`src/lsd_pkg.sv`:
```
// constants and types for the load share deviation supervisor
// assumes a 200 MHz sys_clk and percent values in tenths of a percent
`default_nettype none
package lsd_pkg;
	localparam int LSD_DW = 16;
	localparam int LSD_AW = 8;
	localparam int LSD_PCT_W = 11;
	localparam int LSD_TIME_W = 12;
	localparam int LSD_PRE_W = 24;
	localparam int LSD_CTRL_W = 6;
	// timebase: one tick per hundredth of a second
	localparam int LSD_CLK_PERIOD_NS = 5;
	localparam int LSD_TICK_NS = 10000000;
	localparam int LSD_TICK_CYC = LSD_TICK_NS / LSD_CLK_PERIOD_NS;
	// limits in 0.1 %, times in 0.01 s
	localparam logic [15:0] LSD_LIM_MIN = 16'h0001;
	localparam logic [15:0] LSD_LIM_MAX = 16'h01F4;
	localparam logic [15:0] LSD_TIME_MIN = 16'h0001;
	localparam logic [15:0] LSD_TIME_MAX = 16'h0BB8;
	localparam logic [15:0] LSD_PCT_MAX = 16'h03E8;
	localparam logic [15:0] LSD_LIM_RST = 16'h0064;
	localparam logic [15:0] LSD_TIME_RST = 16'h0064;
	localparam logic [15:0] LSD_TRIP_RST = 16'h0000;
	localparam logic [5:0] LSD_CTRL_RST = 6'h00;
	// register byte addresses
	localparam logic [7:0] LSD_A_CTRL = 8'h00;
	localparam logic [7:0] LSD_A_TQ_LIM = 8'h04;
	localparam logic [7:0] LSD_A_TQ_DWELL = 8'h08;
	localparam logic [7:0] LSD_A_SETTLE = 8'h0C;
	localparam logic [7:0] LSD_A_FUEL_LIM = 8'h10;
	localparam logic [7:0] LSD_A_FUEL_DWELL = 8'h14;
	localparam logic [7:0] LSD_A_TRIP = 8'h18;
	localparam logic [7:0] LSD_A_STATUS = 8'h1C;
	localparam logic [7:0] LSD_A_TQ_DIFF = 8'h20;
	localparam logic [7:0] LSD_A_FUEL_DIFF = 8'h24;
	// control register bit positions
	localparam int LSD_C_MINOR_TQ = 0;
	localparam int LSD_C_MAJOR_TQ = 1;
	localparam int LSD_C_MINOR_FUEL = 2;
	localparam int LSD_C_MINOR_INV = 3;
	localparam int LSD_C_MAJOR_INV = 4;
	localparam int LSD_C_SLAVE = 5;
	// discrete contacts, high while the contact is closed
	typedef struct packed {
		logic pclink_selected;
		logic alarm_reset;
		logic mechanical_governor_selected;
		logic clutch_request;
		logic clutch_engaged;
		logic maneuvering;
		logic declutch_request;
		logic run_stop;
	} lsd_contacts_type;
	// status word, low byte
	typedef struct packed {
		logic [1:0] spare;
		logic settled;
		logic clutch_cmd;
		logic slave_declutch;
		logic major_alarm;
		logic minor_alarm;
		logic fuel_share;
	} lsd_status_type;
endpackage
`default_nettype wire

```
`src/lsd_supervisor.sv`:
```
// load share deviation supervisor: mismatch timers, alarms, relays, contacts
// assumes engine values arrive on sys_clk from the scaling logic, contacts from pins
//
// The plain strobed port and the placing of the registers were decided locally.
`timescale 1ns/100ps
`default_nettype none
module lsd_supervisor
	import lsd_pkg::*;
#(
	parameter int TICK_CYCLES = LSD_TICK_CYC
)
(
	input wire logic sys_clk,
	input wire logic reset,
	input wire logic ce,
	input wire logic [LSD_AW-1:0] bus_addr,
	input wire logic [LSD_DW-1:0] bus_wdata,
	input wire logic bus_wr,
	input wire logic bus_rd,
	output logic [LSD_DW-1:0] bus_rdata,
	input wire lsd_contacts_type contact_pins,
	input wire logic comp_clutch_pin,
	input wire logic [LSD_PCT_W-1:0] own_torque,
	input wire logic [LSD_PCT_W-1:0] comp_torque,
	input wire logic [LSD_PCT_W-1:0] own_fuel,
	input wire logic [LSD_PCT_W-1:0] comp_fuel,
	input wire logic [LSD_PCT_W-1:0] engine_load,
	input wire logic clutch_permissive_ok,
	output lsd_contacts_type contact_flags,
	output logic programmer_enable,
	output logic fuel_share,
	output logic minor_alarm,
	output logic major_alarm,
	output logic relay_minor,
	output logic relay_major,
	output logic slave_declutch,
	output logic clutch_cmd,
	output logic [LSD_PCT_W-1:0] torque_difference_readout,
	output logic [LSD_PCT_W-1:0] fuel_difference_readout
);
	function automatic logic [LSD_DW-1:0] clamp(input logic [LSD_DW-1:0] v,
		input logic [LSD_DW-1:0] lo, input logic [LSD_DW-1:0] hi);
		clamp = (v < lo) ? lo : ((v > hi) ? hi : v);
	endfunction

	function automatic logic [LSD_PCT_W-1:0] absdiff(input logic [LSD_PCT_W-1:0] a,
		input logic [LSD_PCT_W-1:0] b);
		absdiff = (a > b) ? a - b : b - a;
	endfunction

	logic [8:0] meta_q, sync_q;
	logic [LSD_CTRL_W-1:0] ctrl_q;
	logic [LSD_DW-1:0] tq_lim_q, tq_dwell_q, settle_q, fuel_lim_q, fuel_dwell_q, trip_q;
	logic [LSD_PRE_W-1:0] pre_q;
	logic [LSD_TIME_W-1:0] settle_cnt_q, tq_cnt_q, fuel_cnt_q;
	logic fuel_share_q, minor_q, major_q, declutch_q, clutch_q, relay1_q, relay2_q, prog_q;
	logic [LSD_PCT_W-1:0] tq_diff_q, fuel_diff_q;
	logic [LSD_DW-1:0] rdata_q, rd_d;
	lsd_contacts_type ct;
	lsd_status_type st;

	// contact and companion clutch pins through two flops; only sync_q is read
	always_ff @(posedge sys_clk)
	begin
		if (reset)
		begin
			meta_q <= '0;
			sync_q <= '0;
		end
		else if (ce)
		begin
			meta_q <= {comp_clutch_pin, contact_pins};
			sync_q <= meta_q;
		end
	end
	assign ct = lsd_contacts_type'(sync_q[7:0]);

	// register decode
	wire wr_en = bus_wr & ce;
	wire wr_ctrl = wr_en && bus_addr == LSD_A_CTRL;
	wire wr_tq_lim = wr_en && bus_addr == LSD_A_TQ_LIM;
	wire wr_tq_dwell = wr_en && bus_addr == LSD_A_TQ_DWELL;
	wire wr_settle = wr_en && bus_addr == LSD_A_SETTLE;
	wire wr_fuel_lim = wr_en && bus_addr == LSD_A_FUEL_LIM;
	wire wr_fuel_dwell = wr_en && bus_addr == LSD_A_FUEL_DWELL;
	wire wr_trip = wr_en && bus_addr == LSD_A_TRIP;

	// settings clamp on write so the timers never see an out-of-range value
	always_ff @(posedge sys_clk)
	begin
		if (reset)
		begin
			ctrl_q <= LSD_CTRL_RST;
			tq_lim_q <= LSD_LIM_RST;
			tq_dwell_q <= LSD_TIME_RST;
			settle_q <= LSD_TIME_RST;
			fuel_lim_q <= LSD_LIM_RST;
			fuel_dwell_q <= LSD_TIME_RST;
			trip_q <= LSD_TRIP_RST;
		end
		else
		begin
			if (wr_ctrl) ctrl_q <= bus_wdata[LSD_CTRL_W-1:0];
			if (wr_tq_lim) tq_lim_q <= clamp(bus_wdata, LSD_LIM_MIN, LSD_LIM_MAX);
			if (wr_tq_dwell) tq_dwell_q <= clamp(bus_wdata, LSD_TIME_MIN, LSD_TIME_MAX);
			if (wr_settle) settle_q <= clamp(bus_wdata, LSD_TIME_MIN, LSD_TIME_MAX);
			if (wr_fuel_lim) fuel_lim_q <= clamp(bus_wdata, LSD_LIM_MIN, LSD_LIM_MAX);
			if (wr_fuel_dwell) fuel_dwell_q <= clamp(bus_wdata, LSD_TIME_MIN, LSD_TIME_MAX);
			if (wr_trip) trip_q <= clamp(bus_wdata, LSD_TRIP_RST, LSD_PCT_MAX);
		end
	end

	// differences, either direction counts
	wire [LSD_PCT_W-1:0] tq_abs = absdiff(own_torque, comp_torque);
	wire [LSD_PCT_W-1:0] fuel_abs = absdiff(own_fuel, comp_fuel);

	// supervision terms
	wire tick = pre_q == LSD_PRE_W'(TICK_CYCLES - 1);
	wire both_closed = ct.clutch_engaged & sync_q[8];
	wire settled = both_closed && LSD_DW'(settle_cnt_q) >= settle_q;
	wire tq_run = settled & !fuel_share_q && LSD_DW'(tq_abs) > tq_lim_q;
	wire fuel_run = settled & fuel_share_q && LSD_DW'(fuel_abs) > fuel_lim_q;
	wire tq_fire = tq_run && LSD_DW'(tq_cnt_q) >= tq_dwell_q;
	wire fuel_fire = fuel_run && LSD_DW'(fuel_cnt_q) >= fuel_dwell_q;
	wire is_slave = ctrl_q[LSD_C_SLAVE];
	wire arst = ct.alarm_reset;

	// alarm reset clears latches, but a new event in the same cycle wins
	wire fuel_share_d = tq_fire | (fuel_share_q & !arst);
	wire minor_d = (tq_fire & ctrl_q[LSD_C_MINOR_TQ])
		| (fuel_fire & ctrl_q[LSD_C_MINOR_FUEL]) | (minor_q & !arst);
	wire major_d = (tq_fire & ctrl_q[LSD_C_MAJOR_TQ]) | (major_q & !arst);
	wire declutch_d = (fuel_fire & is_slave) | (declutch_q & !arst);

	// clutch command: opening on an unloaded de-clutch takes priority
	wire want_open = !ct.clutch_request | ct.declutch_request | declutch_q;
	wire unloaded = LSD_DW'(engine_load) <= trip_q;
	wire want_close = ct.clutch_engaged | (ct.clutch_request & clutch_permissive_ok);
	wire clutch_d = (want_open & unloaded) ? 1'b0 : (want_close ? 1'b1 : clutch_q);

	// timebase wraps each tick; settle and dwell counters saturate
	always_ff @(posedge sys_clk)
	begin
		if (reset)
		begin
			pre_q <= '0;
			settle_cnt_q <= '0;
			tq_cnt_q <= '0;
			fuel_cnt_q <= '0;
		end
		else if (ce)
		begin
			pre_q <= tick ? '0 : pre_q + 1'b1;
			if (!both_closed) settle_cnt_q <= '0;
			else if (tick && !settled) settle_cnt_q <= settle_cnt_q + 1'b1;
			if (!tq_run) tq_cnt_q <= '0;
			else if (tick && !tq_fire) tq_cnt_q <= tq_cnt_q + 1'b1;
			if (!fuel_run) fuel_cnt_q <= '0;
			else if (tick && !fuel_fire) fuel_cnt_q <= fuel_cnt_q + 1'b1;
		end
	end

	// mode, alarm latches and relays
	always_ff @(posedge sys_clk)
	begin
		if (reset)
		begin
			fuel_share_q <= 1'b0;
			minor_q <= 1'b0;
			major_q <= 1'b0;
			declutch_q <= 1'b0;
			clutch_q <= 1'b0;
			relay1_q <= 1'b0;
			relay2_q <= 1'b0;
			prog_q <= 1'b1;
			tq_diff_q <= '0;
			fuel_diff_q <= '0;
		end
		else if (ce)
		begin
			fuel_share_q <= fuel_share_d;
			minor_q <= minor_d;
			major_q <= major_d;
			declutch_q <= declutch_d;
			clutch_q <= clutch_d;
			relay1_q <= minor_d ^ ctrl_q[LSD_C_MINOR_INV];
			relay2_q <= major_d ^ ctrl_q[LSD_C_MAJOR_INV];
			prog_q <= !ct.pclink_selected;
			tq_diff_q <= tq_abs;
			fuel_diff_q <= fuel_abs;
		end
	end

	// read mux; unmapped addresses read zero
	assign st = '{spare: 2'b00, settled: settled, clutch_cmd: clutch_q,
		slave_declutch: declutch_q, major_alarm: major_q, minor_alarm: minor_q,
		fuel_share: fuel_share_q};
	assign rd_d = (bus_addr == LSD_A_CTRL) ? LSD_DW'(ctrl_q) :
		(bus_addr == LSD_A_TQ_LIM) ? tq_lim_q :
		(bus_addr == LSD_A_TQ_DWELL) ? tq_dwell_q :
		(bus_addr == LSD_A_SETTLE) ? settle_q :
		(bus_addr == LSD_A_FUEL_LIM) ? fuel_lim_q :
		(bus_addr == LSD_A_FUEL_DWELL) ? fuel_dwell_q :
		(bus_addr == LSD_A_TRIP) ? trip_q :
		(bus_addr == LSD_A_STATUS) ? {ct, st} :
		(bus_addr == LSD_A_TQ_DIFF) ? LSD_DW'(tq_diff_q) :
		(bus_addr == LSD_A_FUEL_DIFF) ? LSD_DW'(fuel_diff_q) : '0;

	// read data stands only in the cycle after the strobe
	always_ff @(posedge sys_clk)
	begin
		if (reset)
			rdata_q <= '0;
		else if (ce)
			rdata_q <= bus_rd ? rd_d : '0;
	end

	assign bus_rdata = rdata_q;
	assign contact_flags = ct;
	assign programmer_enable = prog_q;
	assign fuel_share = fuel_share_q;
	assign minor_alarm = minor_q;
	assign major_alarm = major_q;
	assign relay_minor = relay1_q;
	assign relay_major = relay2_q;
	assign slave_declutch = declutch_q;
	assign clutch_cmd = clutch_q;
	assign torque_difference_readout = tq_diff_q;
	assign fuel_difference_readout = fuel_diff_q;
endmodule
`default_nettype wire

```
`config.mk`:
```
export PLATFORM = sky130hd
export DESIGN_NAME = lsd_supervisor
export DESIGN_NICKNAME = d
export VERILOG_FILES = /design/src/lsd_pkg.sv /design/src/lsd_supervisor.sv
export SDC_FILE = /design/constraint.sdc
export NUM_CORES = 1
export LEC_CHECK = 0
export ABC_AREA = 1
export BUFFER_PORTS_ARGS = -buffer_cell sky130_fd_sc_hd__buf_2
export CORE_MARGIN = 4
export CORE_UTILIZATION = 35
export CTS_CLUSTER_DIAMETER = 30
export DETAILED_ROUTE_END_ITERATION = 12
export PLACE_DENSITY = 0.55
export SKIP_LAST_GASP = 1
export SYNTH_ARGS = -nofsm -noshare
export SYNTH_HDL_FRONTEND = slang
export SYNTH_SLANG_ARGS = --single-unit
```
`constraint.sdc`:
```
create_clock -name sys_clk -period 5.4 [get_ports sys_clk]
set_input_delay 0.27 -clock sys_clk [delete_from_list [all_inputs] [get_ports sys_clk]]
set_output_delay 0.27 -clock sys_clk [all_outputs]
set_load 0.02 [all_outputs]
```
==> Yosys cells after proc, flatten, opt, wreduce, memory -nomap -nowiden <==
Cells that the tools add are included.
{ "word_totals": {"ff_bits": 226, "inputBits": 94, "out_inout_bits": 54, "elab_cells": 138} }
{ "classes": {"add_sub_neg": 8, "n_lt_le_gt_ge": 13, "n_eq_ne": 13, "muxes": 28, "n_bitwise": 24, "n_reduce_logical": 28} }
{ "op_table": {"columns": ["operator", "n"], "rows": [
  ["$mux W16", 15],
  ["$mux W12", 6],
  ["$ge A12 B16 Y1", 3],
  ["$mux W11", 4],
  ["$sub A11 B11 Y11", 4],
  ["$add A12 B1 Y12 const B", 3],
  ["$eq A8 B5 Y1 const B", 4],
  ["$gt A11 B16 Y1", 2],
  ["$lt A16 B1 Y1 const B", 2],
  ["$add A24 B1 Y24 const B", 1],
  ["$eq A24 B21 Y1 const B", 1],
  ["$mux W24", 1],
  ["$gt A11 B11 Y1", 2],
  ["$eq A8 B4 Y1 const B", 2],
  ["$eq A8 B6 Y1 const B", 2],
  ["$gt A16 B10 Y1 const B", 1],
  ["$gt A16 B12 Y1 const B", 1],
  ["$gt A16 B9 Y1 const B", 1],
  ["$le A11 B16 Y1", 1],
  ["$logic_and A1 B1 Y1", 15],
  ["$and A1 B1 Y1", 14],
  ["$eq A8 B3 Y1 const B", 1],
  ["$logic_not A8 Y1", 1],
  ["$or A1 B1 Y1", 8],
  ["6 further kinds", 19]
]} }

==> Longest topological paths before layout <==
Gate-level depths: netlist of run 1.
{ "logic_depth": {"depth_word": 12, "ltp_mapped": 31, "ltp_nobuf": 29} }

==> Worst setup path before layout of run 1 <==
OpenSTA, ideal clock, no wires.
{ "synth_path": {"path_type": "input-to-reg", "start": "in own_fuel[2]", "end": "reg fuel_cnt_q[2]", "setup_time_ns": 0.142, "arrival_time_ns": 3.239, "t_required_ns": 5.258, "setup_slack_ns": 2.019, "path_stages": 25, "n_path_buf": 2, "cell_sequence": "inv_1 > ha_1 > clkbuf_2 > a21oi_1 > o21ai_2 > a21boi_0 > o21ai_0 > a21oi_1 > xor2_1 > nand2_1 > nand2_1 > inv_1 > ha_1 > nand2_1 > nor3_1 > nand2_1 > nand2_1 > nand2_4 > nor2_8 > nand2_2 > nand2_1 > nand2_2 > buf_4 > nand3_1 > a21oi_2"} }
{ "synth_between": {"elab_chain_cells": 9, "elab_cells_between_ends": 12, "cone_classes": "add/sub (2); order compare (2); eq/ne (1); mux (2); reduce/logical (5)"} }
{ "synth_rtl": {"columns": ["item", "line_no", "source"], "rows": [
  ["start, declared", "lsd_supervisor.sv:25", "input wire logic [LSD_PCT_W-1:0] own_fuel,"],
  ["$sub A11 B11 Y11 / $gt A11 B11 Y1 (equally long branches)", "lsd_supervisor.sv:48", "absdiff = (a > b) ? a - b : b - a;"],
  ["$mux W11 (*)", "lsd_supervisor.sv:48", null],
  ["net fuel_abs[9]", "lsd_supervisor.sv:115", "wire [LSD_PCT_W-1:0] fuel_abs = absdiff(own_fuel, comp_fuel);"],
  ["$gt A11 B16 Y1 (*)", "lsd_supervisor.sv:122", "wire fuel_run = settled & fuel_share_q && LSD_DW'(fuel_abs) > fuel_lim_q;"],
  ["$logic_and A1 B1 Y1 (*)", "lsd_supervisor.sv:122", null],
  ["$logic_and A1 B1 Y1", "lsd_supervisor.sv:124", "wire fuel_fire = fuel_run && LSD_DW'(fuel_cnt_q) >= fuel_dwell_q;"],
  ["$logic_not A1 Y1", "lsd_supervisor.sv:159", "else if (tick && !fuel_fire) fuel_cnt_q <= fuel_cnt_q + 1'b1;"],
  ["$logic_and A1 B1 Y1", "lsd_supervisor.sv:159", null],
  ["$ne A2 B1 Y1 (no line)", null, null],
  ["$reduce_and A2 Y1 (no line)", null, null],
  ["end signal, assigned", "lsd_supervisor.sv:159", null],
  ["end, declared", "lsd_supervisor.sv:55", "logic [LSD_TIME_W-1:0] settle_cnt_q, tq_cnt_q, fuel_cnt_q;"]
]} }
The timed path passes the listed nets; every way through them passes the cells marked *.
A chain may end at the register's enable or synchronous reset.

==> Final worst setup path of run 1 <==
{ "layout_path": {"start": "in own_torque[2]", "end": "reg tq_cnt_q[3]"} }
{ "layout_between": {"elab_chain_cells": 9, "elab_cells_between_ends": 12, "cone_classes": "add/sub (2); order compare (2); eq/ne (1); mux (2); reduce/logical (5)"} }
{ "layout_rtl": {"columns": ["item", "line_no", "source"], "rows": [
  ["start, declared", "lsd_supervisor.sv:23", "input wire logic [LSD_PCT_W-1:0] own_torque,"],
  ["$sub A11 B11 Y11 / $gt A11 B11 Y1 (equally long branches)", "lsd_supervisor.sv:48", null],
  ["$mux W11 (*)", "lsd_supervisor.sv:48", null],
  ["net tq_abs[9]", "lsd_supervisor.sv:114", "wire [LSD_PCT_W-1:0] tq_abs = absdiff(own_torque, comp_torque);"],
  ["$gt A11 B16 Y1 (*)", "lsd_supervisor.sv:121", "wire tq_run = settled & !fuel_share_q && LSD_DW'(tq_abs) > tq_lim_q;"],
  ["$logic_and A1 B1 Y1 (*)", "lsd_supervisor.sv:121", null],
  ["$logic_and A1 B1 Y1", "lsd_supervisor.sv:123", "wire tq_fire = tq_run && LSD_DW'(tq_cnt_q) >= tq_dwell_q;"],
  ["$logic_not A1 Y1", "lsd_supervisor.sv:157", "else if (tick && !tq_fire) tq_cnt_q <= tq_cnt_q + 1'b1;"],
  ["$logic_and A1 B1 Y1", "lsd_supervisor.sv:157", null],
  ["$ne A2 B1 Y1 (no line)", null, null],
  ["$reduce_and A2 Y1 (no line)", null, null],
  ["end signal, assigned", "lsd_supervisor.sv:157", null],
  ["end, declared", "lsd_supervisor.sv:55", null]
]} }
Marked as above.

==> run metrics, run 1 <==
run status finished clean; number of global-route vias before repair 13862; CTS Buffer Depth 3; M3 GR Usage 4.25%; Final #Nets 2439; routed vias 14277; Tcrit/Tclk final 69.1%; clock sink count 226; layout overhead on the synthesized area 23.0%; r2r setup slk 2.96 ns; Cells after Synth 2082; Post-Syn Area 0.0144 mm2; top cell type's share of synthesized area 31.4%; Hold/Removal Path Class in2reg; H-Tree Depth 3; Final Critical Period 3.73 ns; Synth area leader dfxtp_1; CP Launch Type input pin; placed cell area 0.0155 mm2; Unique masters post-synth 54; syn nets 2295; Synth Flop Type dfxtp_1; Max VDD drop 0.180 mV; Setup crit end kind flop; setup repair bufs after CTS 0; Antenna Nets Post-Route 0; Peak Freq 268 MHz; RePlAce Congestion 0.900; Worst Path Arrival 4.19 ns; DR iter-0 viols 1041; Initial Util 35.4%; PwrDens 349 mW/mm2; post_cts resized 0; I/O pin count 148; Setup Viol. Count Final 0; GR Util All Layers 21.2%; Worst Path Required 5.86 ns; die area 0.0445 mm2; met2 usage 34.5%; Yosys reg bits 226; Leakage 7.81 nW; synth top area cells dfxtp_1, ha_1, nand2_1; Die Y 211 um; critical path class in2reg; Async SR Flop Fraction 0%; hold violation total from the final report 0; average wire per standard cell 17.2 um; CTS tree yes; grt met1 use 27.7%; gr ovfl total 0; Vias per Instance 5.08; first-pass GRT wire length 75.6 mm; Mean Syn Cell Area 6.92 um2; clk root buf clkbuf_16; DRC viols 0; Post-Layout Inst Area 0.0177 mm2; CTS Buf Count 66; RSZ-0062 raised after global routing false; Rows 74; GR peak layer met2; worst-margin pin slew 1.16 ns; overall routed net length 48.4 mm; core area 0.0407 mm2; CP max FO 13; largest net degree at the start of global routing 96; Pins Over Slew Limit 0; sequential area share after synthesis 31.4%; initial antenna violation count 2; IO buf count 147; setup_tns 0 ns; Yosys warnings 0; Slew headroom 22.1%; Die Wd 211 um; clk_lat worst skew 0.57 ns; post-DP HPWL 36.7 mm; max-cap viol count 0; Setup Skew 0.0293 ns; antenna cell count 0; share of cells above drive strength 1 14.9%; Post-synth EDFFs 0; clk slew on worst S/H paths 0.05 ns; First-pass DRT Iterations 6
==> cells by family after synthesis <==
family,after synthesis,synth area share (%)
adders and majority gates,119,10.5
AOI/OAI and AO/OA,488,19.0
xor gates and xnor gates,53,3.22
DFF,226,31.4
buffers and inverters,407,11.3
and+or+nand+nor,789,24.6
==> critical path: stages <==
cell      delay (ns)
buf_2           0.09
inv_1           0.04
ha_1            0.39
nand2_1         0.09
o21bai_1        0.41
nand4_1         0.14
o311ai_1        0.14
nand2_1         0.31
inv_2           0.24
nand2_1         0.07
nand2_1         0.11
inv_1           0.07
ha_1            0.29
nand2_1         0.06
nor3_1          0.27
nand2_1         0.09
nand2_1         0.07
nand2_2         0.16
nor2_8          0.22
nand2_4         0.08
nand2_4         0.06
nand2_4         0.11
nand2_4         0.16
nand2_1         0.07
a21oi_1         0.14
==> flip-flops by register name (all words and copies together), names as in the netlist, 16 cells and up <==
name and flops:
trip_q 16, pre_q 24, tq_dwell_q 16, tq_lim_q 16
settle_q 16, bus_rdata 16, fuel_dwell_q 16, fuel_lim_q 16
==> Yosys cell counts (all sizes together), types with 17 or more instances <==
cell type,n
dfxtp,226
ha,115
nand3,101
nand2,398
nor2,155
nor3,84
o21ai,155
a21oi,244
nand4,28
buf,38
inv,314
o211ai,17
xor2,42
clkbuf,51
==> layout make-up <==
cell class | instances | area (um2)
Clock inverter | 37 | 370
Multi-Input combinational cell | 1449 | 8260
Sequential cell | 226 | 4520
Clock buffer | 82 | 1810
Inverter | 318 | 1190
Tap cell | 532 | 666
Fill cell | 4251 | 23000
Timing Repair Buffer | 165 | 898
==> power breakdown <==
part | total [mW] | leakage [nW] | internal (mW) | switching, mW
registers | 1.75 | 1.83 | 1.71 | 0.0388
clock network | 3.75 | 1.07 | 2.57 | 1.18
logic | 0.686 | 4.91 | 0.229 | 0.457
==> layer usage <==
metal  vias up  wire length [um]
met5         -                27
met4         4              1740
met3        88              2920
met2       397             22100
met1      6583             21600
li1       7205                 -
==> what timing repair did <==
action	4_1_cts	5_1_grt
hold buffers	9	0
endpoints found under the setup margin	0	0
endpoints found under the hold margin	9	0
==> per-stage QoR <==
stage	total power [mW]	utilization, %	hold slack, ns	instances	worst slack [ns]
floorplan	2.23	-	0.405	2082	2.02
finish	6.18	43.5	0.0382	2809	1.67
global placement	2.44	37.9	0.438	2681	1.21
detailed placement	2.45	37.9	0.442	2681	1.13
CTS	6.23	43.5	0.0144	2809	1.70
global route	6.43	43.5	0.0524	2809	1.16
==> layout by cell type, fill, tap and decap left out, drive strengths merged, types with 11 or more instances in the layout <==
cell type    n
a21oi      244
buf        156
clkbuf      82
clkinv      26
dfxtp      226
ha         115
inv        321
nand2      398
nand3      101
nand4       28
nor2       155
nor3        84
o2111ai     15
o211ai      17
o21ai      155
xnor2       11
xor2        42
==> worst paths after layout <==
| kind | depth (start not counted) | from | end |
|---|---|---|---|
| hold reg to reg | 2 | settle_q[13]$_SDFFE_PP0P_ | settle_q[13]$_SDFFE_PP0P_ |
| setup / recovery | 25 | own_torque[2] | tq_cnt_q[3]$_SDFFE_PP0P_ |
| setup reg to reg | 18 | settle_q[3]$_SDFFE_PP0P_ | fuel_cnt_q[3]$_SDFFE_PP0P_ |
| hold / removal | 3 | bus_wdata[11] | fuel_dwell_q[11]$_SDFFE_PP0P_ |
No activity file was read; power rests on OpenSTA's default activity.
==> run 2: changes to the inputs <==
==> constraint.sdc (replaced) <==
create_clock -name sys_clk -period 3.6 [get_ports sys_clk]
set_input_delay 0.18 -clock sys_clk [delete_from_list [all_inputs] [get_ports sys_clk]]
set_output_delay 0.18 -clock sys_clk [all_outputs]
set_load 0.02 [all_outputs]
==> run 2 against run 1 <==
Non-clock buffer count increased by 80. Count of clock-buffer cells in the layout did not move. Clock skew barely moved. Largest power group unchanged. Flip-flop and latch count stayed put. Hold slack lost 0.0087 ns. First-iteration DRC count up 2.7%. Global-route usage rose by 0.44 points.
==> run metrics, run 2 (synthesized netlist as in run 1, its figures left out) <==
IO buf count 147; initial antenna violation count 1; first-pass GRT wire length 77.3 mm; layout overhead on the synthesized area 28.1%; Final Critical Period 3.19 ns; routed vias 14641; Worst Path Arrival 3.66 ns; worst setup margin 0.406 ns; RePlAce Congestion 0.881; commonest cells after routing, fill and taps aside nand2_1, inv_1, a21oi_1, dfxtp_1, o21ai_0; First-pass DRT Iterations 7; run status finished clean; Pins Over Slew Limit 0; clk root buf clkbuf_16; CTS Hold Bufs 14; H-Tree Depth 3; CP max FO 7; Die Wd 211 um; Final Non-Filler Cells 2889; setup repair bufs after CTS 0; clock sink count 226; die area 0.0445 mm2; Biggest register pre_q; r2r setup slk 1.24 ns; GR Util All Layers 21.6%; overall routed net length 49.1 mm; Tcrit/Tclk final 88.7%; Setup Skew 0.0292 ns; CP Launch Type input pin; critical path class in2reg; core area 0.0407 mm2; dpl ws -0.162 ns; Initial Util 35.4%; CP max stage cell o21ai_0; Antenna Nets Post-Route 0; most common cell after layout, fill and taps aside nand2_1; Multi-input gate area 0.00826 mm2; CP dominant cell by count nand2_1; CP max stage delay 0.44 ns; Die Y 211 um; gr ovfl total 0; average wire per standard cell 17.0 um; max-cap viol count 0; post_cts resized 0; Fillers 4228; Setup Viol. Count Final 0; Vias per Instance 5.07; placed cell area 0.0160 mm2; Max VDD drop 0.261 mV; Setup crit end kind flop; CTS Buf Count 66; Peak Freq 313 MHz; min-delay src reset; clk_lat worst skew 0.56 ns; share of cells above drive strength 1 17.5%; CP startpoint own_fuel[5]; RSZ-0062 raised after global routing false; hold violation total from the final report 0; Hold/Removal Path Class in2reg; Post-Layout Inst Area 0.0185 mm2; Total Power 9.71 mW; Final #Nets 2519; PwrDens 526 mW/mm2; CTS Buffer Depth 3; I/O pin count 148; clk slew on worst S/H paths 0.04 ns; max reg flops 24; number of global-route vias before repair 14216; register area 0.00452 mm2; post-DP HPWL 37.8 mm; DRC viols 0; worst-margin pin slew 1.07 ns; Worst Path Required 4.07 ns; largest net degree at the start of global routing 97; CTS tree yes; placed instance count 2756; Rows 74; Leakage 8.25 nW; Slew headroom 28.9%; Reg-to-Reg Start settle_cnt_q[7]$_SDFFE_PP0P_; DR iter-0 viols 1069
[run 2: changes by cell type in the layout (fill, tap and decap cells not counted), sizes merged]
cell	before	now
bufinv	4	9
diode	0	1
buf	156	231
clkinvlp	4	3
dlygate4sd3	9	14
clkinv	26	21
[run 2: where the power goes]
part	internal (mW)	leakage (nW)	total [mW]	switching, mW
sequential	2.56	1.83	2.62	0.0557
combinational	0.458	5.30	1.18	0.720
clock	4.18	1.12	5.92	1.74
[run 2: cell type report]
class                   count  area share (%)
clock inverters            36            2.56
multi-input cells        1449            44.8
flip-flops and latches    226            24.5
clock buffers              82            9.76
inverters                 318            6.47
well taps                 532            3.61
repair buffers            245            8.32
diodes                      1          0.0136
[run 2: routing by layer]
| metal | up-vias | GRT usage (%) | routed length [um] |
|---|---|---|---|
| li1 | 7362 | - | - |
| met1 | 6750 | 28.2 | 21800 |
| met2 | 434 | 34.9 | 22400 |
| met3 | 95 | 4.41 | 3140 |
| met4 | 0 | 8.96 | 1840 |
| met5 | - | 0 | 0 |
[run 2: path summary, 6_finish.rpt]
kind	endpoint	cells past startpoint
setup / recovery	fuel_cnt_q[7]$_SDFFE_PP0P_	25
setup reg to reg	fuel_cnt_q[7]$_SDFFE_PP0P_	17
hold reg to reg	settle_q[13]$_SDFFE_PP0P_	2
hold / removal	bus_rdata[1]$_SDFFE_PP0P_	2
[run 2: stage by stage]
stage	TNS, ns	utilization [%]	hold slack [ns]
global route	0	45.3	0.0136
floorplan	0	-	0.315
global placement	-1.17	39.4	0.402
finish	0	45.3	0.0295
CTS	0	45.3	0.00505
detailed placement	-2.83	39.4	0.409
[run 2: critical path: cells and delay by family]
family / cells / cell delay [ns]
and+or+nand+nor: 14 / 1.27
AOI/OAI and AO/OA: 5 / 1.17
adders and majority gates: 2 / 0.69
buffers and inverters: 4 / 0.36
